$ cat config.mk
export PLATFORM = sky130hd
export DESIGN_NAME = tcc_top
export DESIGN_NICKNAME = d
export VERILOG_FILES = /design/src/shared/tcc_pkg.sv /design/src/shared/tcc_chan_if.sv /design/src/tcc_channel.sv /design/src/tcc_top.sv
export VERILOG_INCLUDE_DIRS = /design/src /design/src/shared
export SDC_FILE = /design/constraint.sdc
export NUM_CORES = 1
export LEC_CHECK = 0
export BUFFER_PORTS_ARGS = -buffer_cell sky130_fd_sc_hd__buf_4
export CAP_MARGIN = 5
export CORE_MARGIN = 5
export CORE_UTILIZATION = 30
export CTS_CLUSTER_DIAMETER = 30
export CTS_CLUSTER_SIZE = 16
export DETAILED_ROUTE_END_ITERATION = 12
export GPL_TIMING_DRIVEN = 0
export SLEW_MARGIN = 20
export SYNTH_ARGS = -nofsm -noshare
export SYNTH_HDL_FRONTEND = slang
export SYNTH_HIERARCHICAL = 1
export SYNTH_SLANG_ARGS = --single-unit
$ cat constraint.sdc
create_clock -name CLK_IN -period 3 [get_ports CLK_IN]
set_input_delay 0.6 -clock CLK_IN [delete_from_list [all_inputs] [get_ports CLK_IN]]
set_output_delay 0.6 -clock CLK_IN [all_outputs]
set_load 0.1 [all_outputs]
$ cat src/shared/tcc_defs.svh
`ifndef TCC_DEFS_SVH
`define TCC_DEFS_SVH

// ****************************************************************
// Geometry
// ****************************************************************
`define TCC_NUM_CH      7
`define TCC_IDX_W       8
`define TCC_WORD_W      16

// ****************************************************************
// Register indices (byte address is four times the index)
// ****************************************************************
`define TCC_IDX_CTL     8'h00
`define TCC_IDX_CCTL0   8'h02
`define TCC_IDX_CNT     8'h10
`define TCC_IDX_CCR0    8'h12
`define TCC_IDX_IV      8'h2e
`define TCC_IDX_STEP    8'h02
`define TCC_IDX_SPAN    8'h0c

// ****************************************************************
// Channel control fields
// ****************************************************************
`define TCC_F_FLAG      0
`define TCC_F_OVR       1
`define TCC_F_OVD       2
`define TCC_F_LVL       3
`define TCC_F_IE        4
`define TCC_F_WS        5
`define TCC_F_CAP       8
`define TCC_F_LAT       10
`define TCC_F_SYNC      11
`define TCC_F_SS        12
`define TCC_F_ES        14

// ****************************************************************
// Common control fields, vector codes, reset values
// ****************************************************************
`define TCC_C_WRAP      0
`define TCC_C_WIE       1
`define TCC_C_GLOB_IE   15
`define TCC_IV_NONE     8'h00
`define TCC_IV_STEP     8'h02
`define TCC_IV_WRAP     8'h0e
`define TCC_RST_WORD    16'h0000

`endif

$ cat src/shared/tcc_pkg.sv
package tcc_pkg;

   typedef logic [15:0] tcc_word_t;

   typedef enum logic [2:0]
   {
      TCC_WAVE_LEVEL     = 3'h0,
      TCC_WAVE_SET       = 3'h1,
      TCC_WAVE_TOG_RESET = 3'h2,
      TCC_WAVE_SET_RESET = 3'h3,
      TCC_WAVE_TOGGLE    = 3'h4,
      TCC_WAVE_RESET     = 3'h5,
      TCC_WAVE_TOG_SET   = 3'h6,
      TCC_WAVE_RESET_SET = 3'h7
   } tcc_wave_t;

endpackage

$ cat src/shared/tcc_chan_if.sv
`timescale 1ns/1ps
`default_nettype none

interface tcc_chan_if;
   logic [1:0]        edge_sel;
   logic [1:0]        src_sel;
   logic              sync_en;
   logic              cap_en;
   tcc_pkg::tcc_wave_t wave_sel;
   logic              override;
   tcc_pkg::tcc_word_t ref_val;
   logic              level;
   logic              cap_ev;
   logic              match;
   logic              pin;

   modport core (output edge_sel, src_sel, sync_en, cap_en, wave_sel, override, ref_val,
                 input  level, cap_ev, match, pin);
   modport chan (input  edge_sel, src_sel, sync_en, cap_en, wave_sel, override, ref_val,
                 output level, cap_ev, match, pin);
endinterface

`default_nettype wire

$ cat src/tcc_channel.sv
`timescale 1ns/1ps
`default_nettype none

module tcc_channel (
   input  wire logic       clk_in,
   input  wire logic       rst_n_in,
   input  wire logic [15:0] counter_in,
   input  wire logic       step_in,
   input  wire logic       period_match_in,
   input  wire logic       timer_clr_in,
   input  wire logic       src_a_in,
   input  wire logic       src_b_in,
   tcc_chan_if.chan        ch
);

   logic sync_lvl_r;
   logic prev_r;
   logic pin_r;
   logic pin_nxt;

   // ****************************************************************
   // Capture edge detection
   // ****************************************************************
   wire sel_lvl = ch.src_sel[1] ? ch.src_sel[0] : (ch.src_sel[0] ? src_b_in : src_a_in);
   wire det_lvl = ch.sync_en ? sync_lvl_r : sel_lvl;
   wire rise    = det_lvl & ~prev_r;
   wire fall    = ~det_lvl & prev_r;

   assign ch.level  = sel_lvl;
   assign ch.cap_ev = ch.cap_en & ((ch.edge_sel[0] & rise) | (ch.edge_sel[1] & fall));
   assign ch.match  = ~ch.cap_en & step_in & (counter_in == ch.ref_val);
   assign ch.pin    = pin_r;

   // ****************************************************************
   // Waveform output unit
   // ****************************************************************
   always_comb
   begin
      pin_nxt = pin_r;
      case (ch.wave_sel)
         tcc_pkg::TCC_WAVE_LEVEL:     pin_nxt = ch.override;
         tcc_pkg::TCC_WAVE_SET:       pin_nxt = timer_clr_in ? 1'b0 : (ch.match | pin_r);
         tcc_pkg::TCC_WAVE_TOG_RESET: pin_nxt = ch.match ? ~pin_r : (period_match_in ? 1'b0 : pin_r);
         tcc_pkg::TCC_WAVE_SET_RESET: pin_nxt = ch.match ? 1'b1 : (period_match_in ? 1'b0 : pin_r);
         tcc_pkg::TCC_WAVE_TOGGLE:    pin_nxt = ch.match ? ~pin_r : pin_r;
         tcc_pkg::TCC_WAVE_RESET:     pin_nxt = ch.match ? 1'b0 : pin_r;
         tcc_pkg::TCC_WAVE_TOG_SET:   pin_nxt = ch.match ? ~pin_r : (period_match_in ? 1'b1 : pin_r);
         tcc_pkg::TCC_WAVE_RESET_SET: pin_nxt = ch.match ? 1'b0 : (period_match_in ? 1'b1 : pin_r);
         default:                     pin_nxt = pin_r;
      endcase
   end

   always_ff @(posedge clk_in or negedge rst_n_in)
   begin
      if (!rst_n_in)
      begin
         sync_lvl_r <= 1'b0;
         prev_r     <= 1'b0;
         pin_r      <= 1'b0;
      end
      else
      begin
         sync_lvl_r <= sel_lvl;
         prev_r     <= det_lvl;
         pin_r      <= pin_nxt;
      end
   end

endmodule

`default_nettype wire

$ cat src/tcc_top.sv
// Behaviour
// Snapshot_enable 1 selects capture, 0 selects compare, per channel.
// Source_select picks source_a, source_b, ground or supply; edge_select picks edges.
// A capture edge copies counter_value into channel_value and sets the flag.
// Input_level always shows the selected capture input level.
// Sync_snapshot delays the capture to the next timer clock edge.
// A second capture before reading sets snapshot_overrun until software clears it.
// Software changes input selection only while capture is disabled.
// Toggling the low source bit with upper set gives one capture per toggle.
// Compare match sets flag, pulses match, drives output, latches input level.
// Every channel has an output unit updating on the clock edge.
// Mode 000 output follows the level override bit.
// Mode 001 sets on match until timer reset; mode 101 resets on match.
// Mode 100 toggles on each match.
// Dual modes act on channel match and period match as encoded.
// Dual modes are not used on channel 0.
// Matches count in both directions plus the period match.
// Software passes through mode 7 when changing modes.
// Channel 0 has its own interrupt; others share one with wrap.
// Software sets or clears flags; requests need channel and global enables.
// Channel 0 flag is top priority and clears when its request is serviced.
// Vector_number shows highest enabled pending source; disabled ones are ignored.
// Reading or writing vector_number clears the highest pending flag.
// Codes 00h none, 02h..0Ch channels 1..6, 0Eh wrap.
// Capture while the previous flag is still set counts as overrun.
`include "tcc_defs.svh"
`timescale 1ns/1ps
`default_nettype none

module tcc_top (
   input  wire logic        CLK_IN,
   input  wire logic        RESET_N_IN,
   input  wire logic        PSEL_IN,
   input  wire logic        PENABLE_IN,
   input  wire logic        PWRITE_IN,
   input  wire logic [11:0] PADDR_IN,
   input  wire logic [31:0] PWDATA_IN,
   output logic      [31:0] PRDATA_OUT,
   output logic             PREADY_OUT,
   output logic             PSLVERR_OUT,
   input  wire logic [15:0] COUNTER_IN,
   input  wire logic        COUNT_STEP_IN,
   input  wire logic        TIMER_CLR_IN,
   input  wire logic        WRAP_IN,
   input  wire logic [6:0]  SRC_A_IN,
   input  wire logic [6:0]  SRC_B_IN,
   input  wire logic        IRQ_CH0_ACK_IN,
   output logic [6:0]       CHAN_PIN_OUT,
   output logic             IRQ_CH0_OUT,
   output logic             IRQ_SHARED_OUT
);

   localparam int N = `TCC_NUM_CH;

   // ****************************************************************
   // Register state
   // ****************************************************************
   logic [1:0]         es_r   [N];
   logic [1:0]         ss_r   [N];
   logic               sync_r [N];
   logic               cap_r  [N];
   tcc_pkg::tcc_wave_t ws_r   [N];
   logic               ie_r   [N];
   logic               ovd_r  [N];
   logic               lat_r  [N];
   logic               flag_r [N];
   logic               ovr_r  [N];
   tcc_pkg::tcc_word_t ccr_r  [N];
   logic               flag_nxt [N];
   logic               ovr_nxt  [N];
   logic               wrap_r;
   logic               wrap_nxt;
   logic               wie_r;
   logic               glob_ie_r;
   logic [7:0]         iv_code_r;
   logic [31:0]        prdata_r;
   logic               pready_r;
   logic               pslverr_r;
   logic               irq0_r;
   logic               irqs_r;
   logic [N-1:0]       level;
   logic [N-1:0]       cap_ev;
   logic [N-1:0]       match;
   logic [N-1:0]       pin;
   tcc_pkg::tcc_word_t rd_word;

   tcc_chan_if ch_if [N] ();

   // ****************************************************************
   // Address decode helpers
   // ****************************************************************
   function automatic logic in_bank(input logic [7:0] idx, input logic [7:0] base);
      in_bank = (idx >= base) && (idx <= base + `TCC_IDX_SPAN) && !idx[0];
   endfunction

   function automatic logic [2:0] chan_of(input logic [7:0] idx, input logic [7:0] base);
      logic [7:0] diff;
      diff    = idx - base;
      chan_of = diff[3:1];
   endfunction

   wire [7:0] idx       = PADDR_IN[9:2];
   wire       hi_zero   = (PADDR_IN[11:10] == 2'h0);
   wire       hit_ctl   = hi_zero && (idx == `TCC_IDX_CTL);
   wire       hit_cnt   = hi_zero && (idx == `TCC_IDX_CNT);
   wire       hit_iv    = hi_zero && (idx == `TCC_IDX_IV);
   wire       hit_cctl  = hi_zero && in_bank(idx, `TCC_IDX_CCTL0);
   wire       hit_ccr   = hi_zero && in_bank(idx, `TCC_IDX_CCR0);
   wire [2:0] sel_cctl  = chan_of(idx, `TCC_IDX_CCTL0);
   wire [2:0] sel_ccr   = chan_of(idx, `TCC_IDX_CCR0);
   wire       mapped    = hit_ctl | hit_cnt | hit_iv | hit_cctl | hit_ccr;
   wire       setup     = PSEL_IN & ~PENABLE_IN;
   wire       done      = PSEL_IN & PENABLE_IN & pready_r;
   wire       wr_done   = done & PWRITE_IN & mapped;
   wire       wr_ctl    = wr_done & hit_ctl;
   wire       iv_done   = done & hit_iv;
   wire [15:0] wd       = PWDATA_IN[15:0];

   // ****************************************************************
   // Interrupt vector priority
   // ****************************************************************
   logic [N-1:0] pend;
   logic [7:0]   vec_code;

   always_comb
   begin
      for (int i = 0; i < N; i++)
      begin
         pend[i] = flag_r[i] & ie_r[i];
      end
      vec_code = (wrap_r & wie_r) ? `TCC_IV_WRAP : `TCC_IV_NONE;
      for (int i = N - 1; i >= 1; i--)
      begin
         if (pend[i])
         begin
            vec_code = 8'(i * `TCC_IV_STEP);
         end
      end
   end

   // ****************************************************************
   // Channels
   // ****************************************************************
   wire period_match = COUNT_STEP_IN & (COUNTER_IN == ccr_r[0]);

   for (genvar g = 0; g < N; g++)
   begin : g_ch
      assign ch_if[g].edge_sel = es_r[g];
      assign ch_if[g].src_sel  = ss_r[g];
      assign ch_if[g].sync_en  = sync_r[g];
      assign ch_if[g].cap_en   = cap_r[g];
      assign ch_if[g].wave_sel = ws_r[g];
      assign ch_if[g].override = ovd_r[g];
      assign ch_if[g].ref_val  = ccr_r[g];
      assign level[g]          = ch_if[g].level;
      assign cap_ev[g]         = ch_if[g].cap_ev;
      assign match[g]          = ch_if[g].match;
      assign pin[g]            = ch_if[g].pin;

      tcc_channel u_ch (
         .clk_in          (CLK_IN),
         .rst_n_in        (RESET_N_IN),
         .counter_in      (COUNTER_IN),
         .step_in         (COUNT_STEP_IN),
         .period_match_in (period_match),
         .timer_clr_in    (TIMER_CLR_IN),
         .src_a_in        (SRC_A_IN[g]),
         .src_b_in        (SRC_B_IN[g]),
         .ch              (ch_if[g])
      );

      wire wr_cctl = wr_done & hit_cctl & (sel_cctl == 3'(g));
      wire wr_ccr  = wr_done & hit_ccr & (sel_ccr == 3'(g));
      wire hw_set  = cap_ev[g] | match[g];
      wire iv_clr  = iv_done & (iv_code_r == 8'(g * `TCC_IV_STEP)) & (g != 0);
      wire ack_clr = (g == 0) & IRQ_CH0_ACK_IN;
      wire sw_clr  = wr_cctl & ~wd[`TCC_F_FLAG];
      wire sw_set  = wr_cctl & wd[`TCC_F_FLAG];

      assign flag_nxt[g] = (hw_set | sw_set) ? 1'b1 : ((sw_clr | iv_clr | ack_clr) ? 1'b0 : flag_r[g]);
      assign ovr_nxt[g]  = (cap_ev[g] & flag_r[g]) ? 1'b1 :
                           (wr_cctl ? wd[`TCC_F_OVR] : ovr_r[g]);

      always_ff @(posedge CLK_IN or negedge RESET_N_IN)
      begin
         if (!RESET_N_IN)
         begin
            es_r[g]   <= 2'h0;
            ss_r[g]   <= 2'h0;
            sync_r[g] <= 1'b0;
            cap_r[g]  <= 1'b0;
            ws_r[g]   <= tcc_pkg::TCC_WAVE_LEVEL;
            ie_r[g]   <= 1'b0;
            ovd_r[g]  <= 1'b0;
            lat_r[g]  <= 1'b0;
            flag_r[g] <= 1'b0;
            ovr_r[g]  <= 1'b0;
            ccr_r[g]  <= `TCC_RST_WORD;
         end
         else
         begin
            if (wr_cctl)
            begin
               es_r[g]   <= wd[`TCC_F_ES +: 2];
               ss_r[g]   <= wd[`TCC_F_SS +: 2];
               sync_r[g] <= wd[`TCC_F_SYNC];
               cap_r[g]  <= wd[`TCC_F_CAP];
               ws_r[g]   <= tcc_pkg::tcc_wave_t'(wd[`TCC_F_WS +: 3]);
               ie_r[g]   <= wd[`TCC_F_IE];
               ovd_r[g]  <= wd[`TCC_F_OVD];
            end
            if (match[g])
            begin
               lat_r[g] <= level[g];
            end
            flag_r[g] <= flag_nxt[g];
            ovr_r[g]  <= ovr_nxt[g];
            if (cap_ev[g])
            begin
               ccr_r[g] <= COUNTER_IN;
            end
            else if (wr_ccr)
            begin
               ccr_r[g] <= wd;
            end
         end
      end
   end

   // ****************************************************************
   // Read mux
   // ****************************************************************
   always_comb
   begin
      rd_word = `TCC_RST_WORD;
      if (hit_ctl)
      begin
         rd_word[`TCC_C_WRAP]    = wrap_r;
         rd_word[`TCC_C_WIE]     = wie_r;
         rd_word[`TCC_C_GLOB_IE] = glob_ie_r;
      end
      else if (hit_cnt)
      begin
         rd_word = COUNTER_IN;
      end
      else if (hit_iv)
      begin
         rd_word = {8'h00, vec_code};
      end
      else if (hit_ccr)
      begin
         rd_word = ccr_r[sel_ccr];
      end
      else if (hit_cctl)
      begin
         rd_word[`TCC_F_ES +: 2] = es_r[sel_cctl];
         rd_word[`TCC_F_SS +: 2] = ss_r[sel_cctl];
         rd_word[`TCC_F_SYNC]    = sync_r[sel_cctl];
         rd_word[`TCC_F_LAT]     = lat_r[sel_cctl];
         rd_word[`TCC_F_CAP]     = cap_r[sel_cctl];
         rd_word[`TCC_F_WS +: 3] = ws_r[sel_cctl];
         rd_word[`TCC_F_IE]      = ie_r[sel_cctl];
         rd_word[`TCC_F_LVL]     = level[sel_cctl];
         rd_word[`TCC_F_OVD]     = ovd_r[sel_cctl];
         rd_word[`TCC_F_OVR]     = ovr_r[sel_cctl];
         rd_word[`TCC_F_FLAG]    = flag_r[sel_cctl];
      end
   end

   // ****************************************************************
   // Bus answer, wrap flag, interrupt requests
   // ****************************************************************
   assign wrap_nxt = WRAP_IN | (wr_ctl & wd[`TCC_C_WRAP]) ? 1'b1 :
                     (((iv_done & (iv_code_r == `TCC_IV_WRAP)) | wr_ctl) ? 1'b0 : wrap_r);

   always_ff @(posedge CLK_IN or negedge RESET_N_IN)
   begin
      if (!RESET_N_IN)
      begin
         prdata_r  <= 32'h0;
         pready_r  <= 1'b0;
         pslverr_r <= 1'b0;
         iv_code_r <= `TCC_IV_NONE;
         wrap_r    <= 1'b0;
         wie_r     <= 1'b0;
         glob_ie_r <= 1'b0;
         irq0_r    <= 1'b0;
         irqs_r    <= 1'b0;
      end
      else
      begin
         pready_r  <= setup;
         pslverr_r <= setup & ~mapped;
         if (setup)
         begin
            prdata_r  <= {16'h0, rd_word};
            iv_code_r <= vec_code;
         end
         wrap_r <= wrap_nxt;
         if (wr_ctl)
         begin
            wie_r     <= wd[`TCC_C_WIE];
            glob_ie_r <= wd[`TCC_C_GLOB_IE];
         end
         irq0_r <= glob_ie_r & pend[0] & ~IRQ_CH0_ACK_IN;
         irqs_r <= glob_ie_r & ((|pend[N-1:1]) | (wrap_r & wie_r)) & ~iv_done;
      end
   end

   assign PRDATA_OUT     = prdata_r;
   assign PREADY_OUT     = pready_r;
   assign PSLVERR_OUT    = pslverr_r;
   assign CHAN_PIN_OUT   = pin;
   assign IRQ_CH0_OUT    = irq0_r;
   assign IRQ_SHARED_OUT = irqs_r;
endmodule

`default_nettype wire

==> impl_metrics.csv <==
group,metric,value,unit
pwr,clkPwrFrac,61.4,%
floorplanning,dieWidth,240,um
placed_design,portBuffers,90,
worst_setup_path,r2r_cells,8,
status,status,"complete, no violations",
pwr,seqPwrFrac,28.4,%
pwr,combPwrFrac,10.2,%
worst_setup_path,r2r_end,"ch_if[3].ref_val[11]",
finish,multi_input_area,9000,um^2
synth,synth_edf_count,0,
synth,synthFlopType,"dfrtp_1",
placed_design,place_congestion,0.947,
worst_setup_path,critPathMaxFanout,10,
synth,avgSynthCellArea,11.0,um^2
floorplanning,dieArea,57700,um^2
floorplanning,initial_core_util,30.2,%
synth,yosysTopAreaCell,"dfrtp_1",
synth,yosysSeqAreaShare,40.5,%
worst_setup_path,r2r-start,"ch_if[3].src_sel[1]",
hold_path,hold_path_depth,3,
synth,synthArstFlopShare,100,%
finish,layout.cells.non_filler,2361,
finish,layout-drive-gt1-share,38.0,%
drt,wl_per_cell,26.5,um
pwr,max-vdd-ir-drop,0.414,mV
pwr,power_switching,3.27,mW
timing,drv_slew,0,
worst_setup_path,rrSetupSlack,0.12,ns
pwr,p_leak,9.42,nW
worst_setup_path,slowest_stage,"nor3_1",
timing,hold_viol_final,0,
timing,rsz0062_at_grt,"true",
worst_setup_path,critPathBufInv,4,
flow_run,max_cap_viol_count,0,
clock_network,cts_root_buffer,"clkbuf_16",
timing,relSlewSlack,28.0,%
hold_path,min_to,"wrap_r",
finish,area_growth,27.4,%
worst_setup_path,critPathLaunchType,"input pin",
timing,min_period,3.00,ns
synth,synthXorXnorAreaFrac,7.06,%
synth,synth_mux_area_share,29.1,%
synth,synth.distinct_cells,59,
worst_setup_path,worstPathArrival,3.45,ns
clock_network,cts_tree,"yes",
drt,vias,13100,
timing,fin_crit_sh,99.9,%
pwr,p_per_area,615,nW/um^2
grt,antenna_found_initial,1,
drt,drc,0,
timing,setup-violations-final,0,
synth,synthAdderAreaFrac,0.394,%
worst_setup_path,path_cells,"buf_4 > clkbuf_4 > nor3_1 > a221oi_4 > buf_4 > nand4_4 > buf_2 > mux2_2 > mux2_2",
synth,syn_inst,1439,
timing,whs,0.230,ns
timing,skew,0.0239,ns
clock_network,cts_sinks,257,
synth,yosys_warnings,6,
grt,grt-ovfl-total,0,
synth,synth-simple-area-share,9.22,%
worst_setup_path,cp-end-kind,"flop",
finish,nNetsFinal,1705,
worst_setup_path,critPathKind,"in -> reg",
clock_network,clk_path_buf_depth,3,
grt,grt_use_total,21.4,%
drt,ant_nets,0,
pwr,p_int,9.18,mW
synth,synth_area,15900,um^2
worst_setup_path,critPathRequiredTime,3.45,ns
floorplanning,core-area,52600,um^2
drt,firstDrtPassIters,5,
synth,synth_compound_area_share,9.58,%
synth,synth.area.top_cells,"dfrtp_1 40%, mux2_2 21%, mux2i_1 7.2%",
finish,regArea,6430,um^2
drt,first_iter_violations,1291,
worst_setup_path,critPathTopFamily,"buffers and inverters",
timing,fmax,334,MHz
drt,viasPerCell,5.53,
synth,synth_top_family_by_area,"multiplexers",
clock_network,numCtsBuffers,71,
grt,grt_max_degree,92,
synth,synth_top_area_share,40.5,%
finish,fillers,5131,
placed_design,hpwl,44.9,mm
clock_network,htree_levels,3,
clock_network,clk_pin_slew_worst_paths,0.04,ns
floorplanning,pin_count,126,
synth,ys_ff_latch,257,
grt,grt_pass1_wl,90.8,mm
clock_network,insertion_delay,0.57,ns
hold_path,hp-class,"in -> reg",
worst_setup_path,critPathMaxStageDelay,0.70,ns
timing,worstMarginPinSlew,1.08,ns
floorplanning,row_count,84,
floorplanning,die_h,240,um
grt,grt_pass1_vias,13500,
hold_path,hold_start,"WRAP_IN",
pwr,switching_share,26.3,%
drt,drt-total-wl,62.7,mm
placed_design,dpl.cell_count,2237,
[per-stage QoR]
step	TNS (ns)	setup WS, ns	util (%)	instance area, um^2	power [mW]
floorplan	0	0.00461	-	15900	4.25
global placement	-405.78	-1.99	33.3	17500	4.77
detailed placement	-160.34	-1.95	33.5	17600	4.80
CTS	-0.0508	-0.0196	38.4	20200	12.5
global route	-0.245	-0.0330	38.5	20200	12.8
finish	0	0.00156	38.5	20200	12.4
[worst max-delay path by stage]
| stage | startpoint | end | slack, ns | cells past startpoint |
|---|---|---|---|---|
| after floorplan | PADDR_IN[3] | PRDATA_OUT[0] | 0.005 | 10 |
| after CTS | PADDR_IN[4] | ch_if[5].ref_val[10] | -0.02 | 9 |
| after global routing | PADDR_IN[3] | ch_if[1].ref_val[5] | -0.03 | 10 |
| final | PADDR_IN[3] | ch_if[5].ref_val[10] | 0.002 | 9 |
| after global placement | PADDR_IN[3] | PRDATA_OUT[12] | -1.99 | 11 |
| after detailed placement | PADDR_IN[3] | PRDATA_OUT[12] | -1.95 | 11 |
[sequential cells by signal (all words and copies together), names as in the netlist, 3 cells and up]
| name | cells |
|---|---|
| PRDATA_OUT | 16 |
| ch_if.cap_en | 7 |
| ch_if.edge_sel | 14 |
| ch_if.override | 7 |
| ch_if.ref_val | 112 |
| ch_if.src_sel | 14 |
| ch_if.sync_en | 7 |
| ch_if.wave_sel | 21 |
| flag_r | 7 |
| g_ch.u_ch/ch.pin | 7 |
| g_ch.u_ch/prev_r | 7 |
| g_ch.u_ch/sync_lvl_r | 7 |
| ie_r | 7 |
| iv_code_r | 3 |
| lat_r | 7 |
| ovr_r | 7 |
[cell families (layout without fill, tap and decap cells)]
| group | count (synthesis) | after routing |
|---|---|---|
| and+or+nand+nor | 262 | 262 |
| DFF | 257 | 257 |
| AOI/OAI and AO/OA | 221 | 221 |
| muxes | 422 | 422 |
| buffers and inverters | 143 | 361 |
| other | 1 | 17 |
| xor gates and xnor gates | 128 | 128 |
| adders and majority gates | 5 | 5 |
[Yosys cell counts (5+ instances only)]
master	instances
a221o_1	15
mux2_1	5
xor2_1	88
a21oi_1	44
a22oi_1	19
and2_1	7
nor3_2	7
a32oi_1	12
nor2b_1	6
o22ai_1	21
buf_2	8
nand3_1	29
dfrtp_1	257
nand2_1	63
a31oi_1	11
and3_1	7
nor4_1	26
a221oi_1	23
xnor2_1	40
o211ai_1	10
o21ai_0	42
inv_1	14
buf_1	19
nand2b_1	27
o31ai_1	9
mux2i_1	114
nor3_1	8
ha_1	5
clkbuf_1	75
mux2_2	302
nor2_1	38
nand4_1	8
buf_4	24
nor3b_1	7
nand4b_1	9
[metal layers]
metal / vias to the layer above / GRT usage, % / wire length (um)
li1: 5648 / - / -
met1: 6621 / 27.6 / 25000
met2: 649 / 34.2 / 29400
met3: 135 / 6.25 / 6120
met4: 0 / 7.70 / 2210
met5: - / 0 / 0
[worst reg2reg max path: cells and delay by family, from the launching register on]
family / cells / cell delay, ns
flip-flops: 1 / 0.39
multiplexers: 2 / 0.37
AND/OR/NAND/NOR: 2 / 0.52
AO/OA/AOI/OAI: 3 / 1.05
buffers and inverters: 1 / 0.42
[layout make-up]
type / count / share of cell area, %
flip-flops and latches: 257 / 31.8
multi-input cells: 1054 / 44.4
well taps: 688 / 4.25
repair buffers: 99 / 4.01
plain buffers: 120 / 3.29
clock buffers: 89 / 9.77
clock inverters: 39 / 2.20
inverters: 14 / 0.260
diodes: 1 / 0.0124
[power groups by stage]
stage	Sequential [mW]	Combinational, mW	Clock [mW]
final	3.54	1.27	7.64
after global routing	3.54	1.32	7.93
after CTS	3.54	1.24	7.72
after detailed placement	3.59	1.21	0
after global placement	3.59	1.19	0
after floorplan	3.73	0.523	0
[timing repair]
| item | CTS | global route |
|---|---|---|
| hold buffers | 1 | 0 |
| pin swaps | 0 | 2 |
| endpoints found under the setup margin | 140 | 110 |
| resized for setup | 72 | 24 |
| setup buffers | 0 | 3 |
| endpoints found under the hold margin | 40 | 0 |
[placed cells by master (no fill, tap or decap), types with 8 or more instances in the layout]
master / Yosys / final
nand4b_1: 9 / 9
xor2_1: 88 / 88
clkbuf_2: 0 / 15
nand4_1: 8 / 8
mux2_2: 302 / 302
buf_4: 24 / 119
conb_1: 1 / 16
a32oi_1: 12 / 12
a21oi_1: 44 / 44
clkbuf_16: 0 / 73
buf_2: 8 / 13
inv_1: 14 / 14
clkinv_2: 0 / 14
nor4_1: 26 / 24
a31oi_1: 11 / 11
nand2b_1: 27 / 27
bufinv_16: 0 / 8
clkbuf_4: 0 / 12
o22ai_1: 21 / 21
a221oi_2: 0 / 10
nor3_1: 8 / 8
o31ai_1: 9 / 9
a221oi_1: 23 / 13
clkbuf_8: 0 / 10
a221o_1: 15 / 15
o21ai_0: 42 / 36
a22oi_1: 19 / 19
nor2_1: 38 / 38
clkinvlp_4: 0 / 11
nand2_1: 63 / 63
clkbuf_1: 75 / 45
buf_1: 19 / 12
mux2i_1: 114 / 114
nand3_1: 29 / 27
o211ai_1: 10 / 10
dfrtp_1: 257 / 257
xnor2_1: 40 / 40
Note: power is estimated with default switching activity, not from simulation.
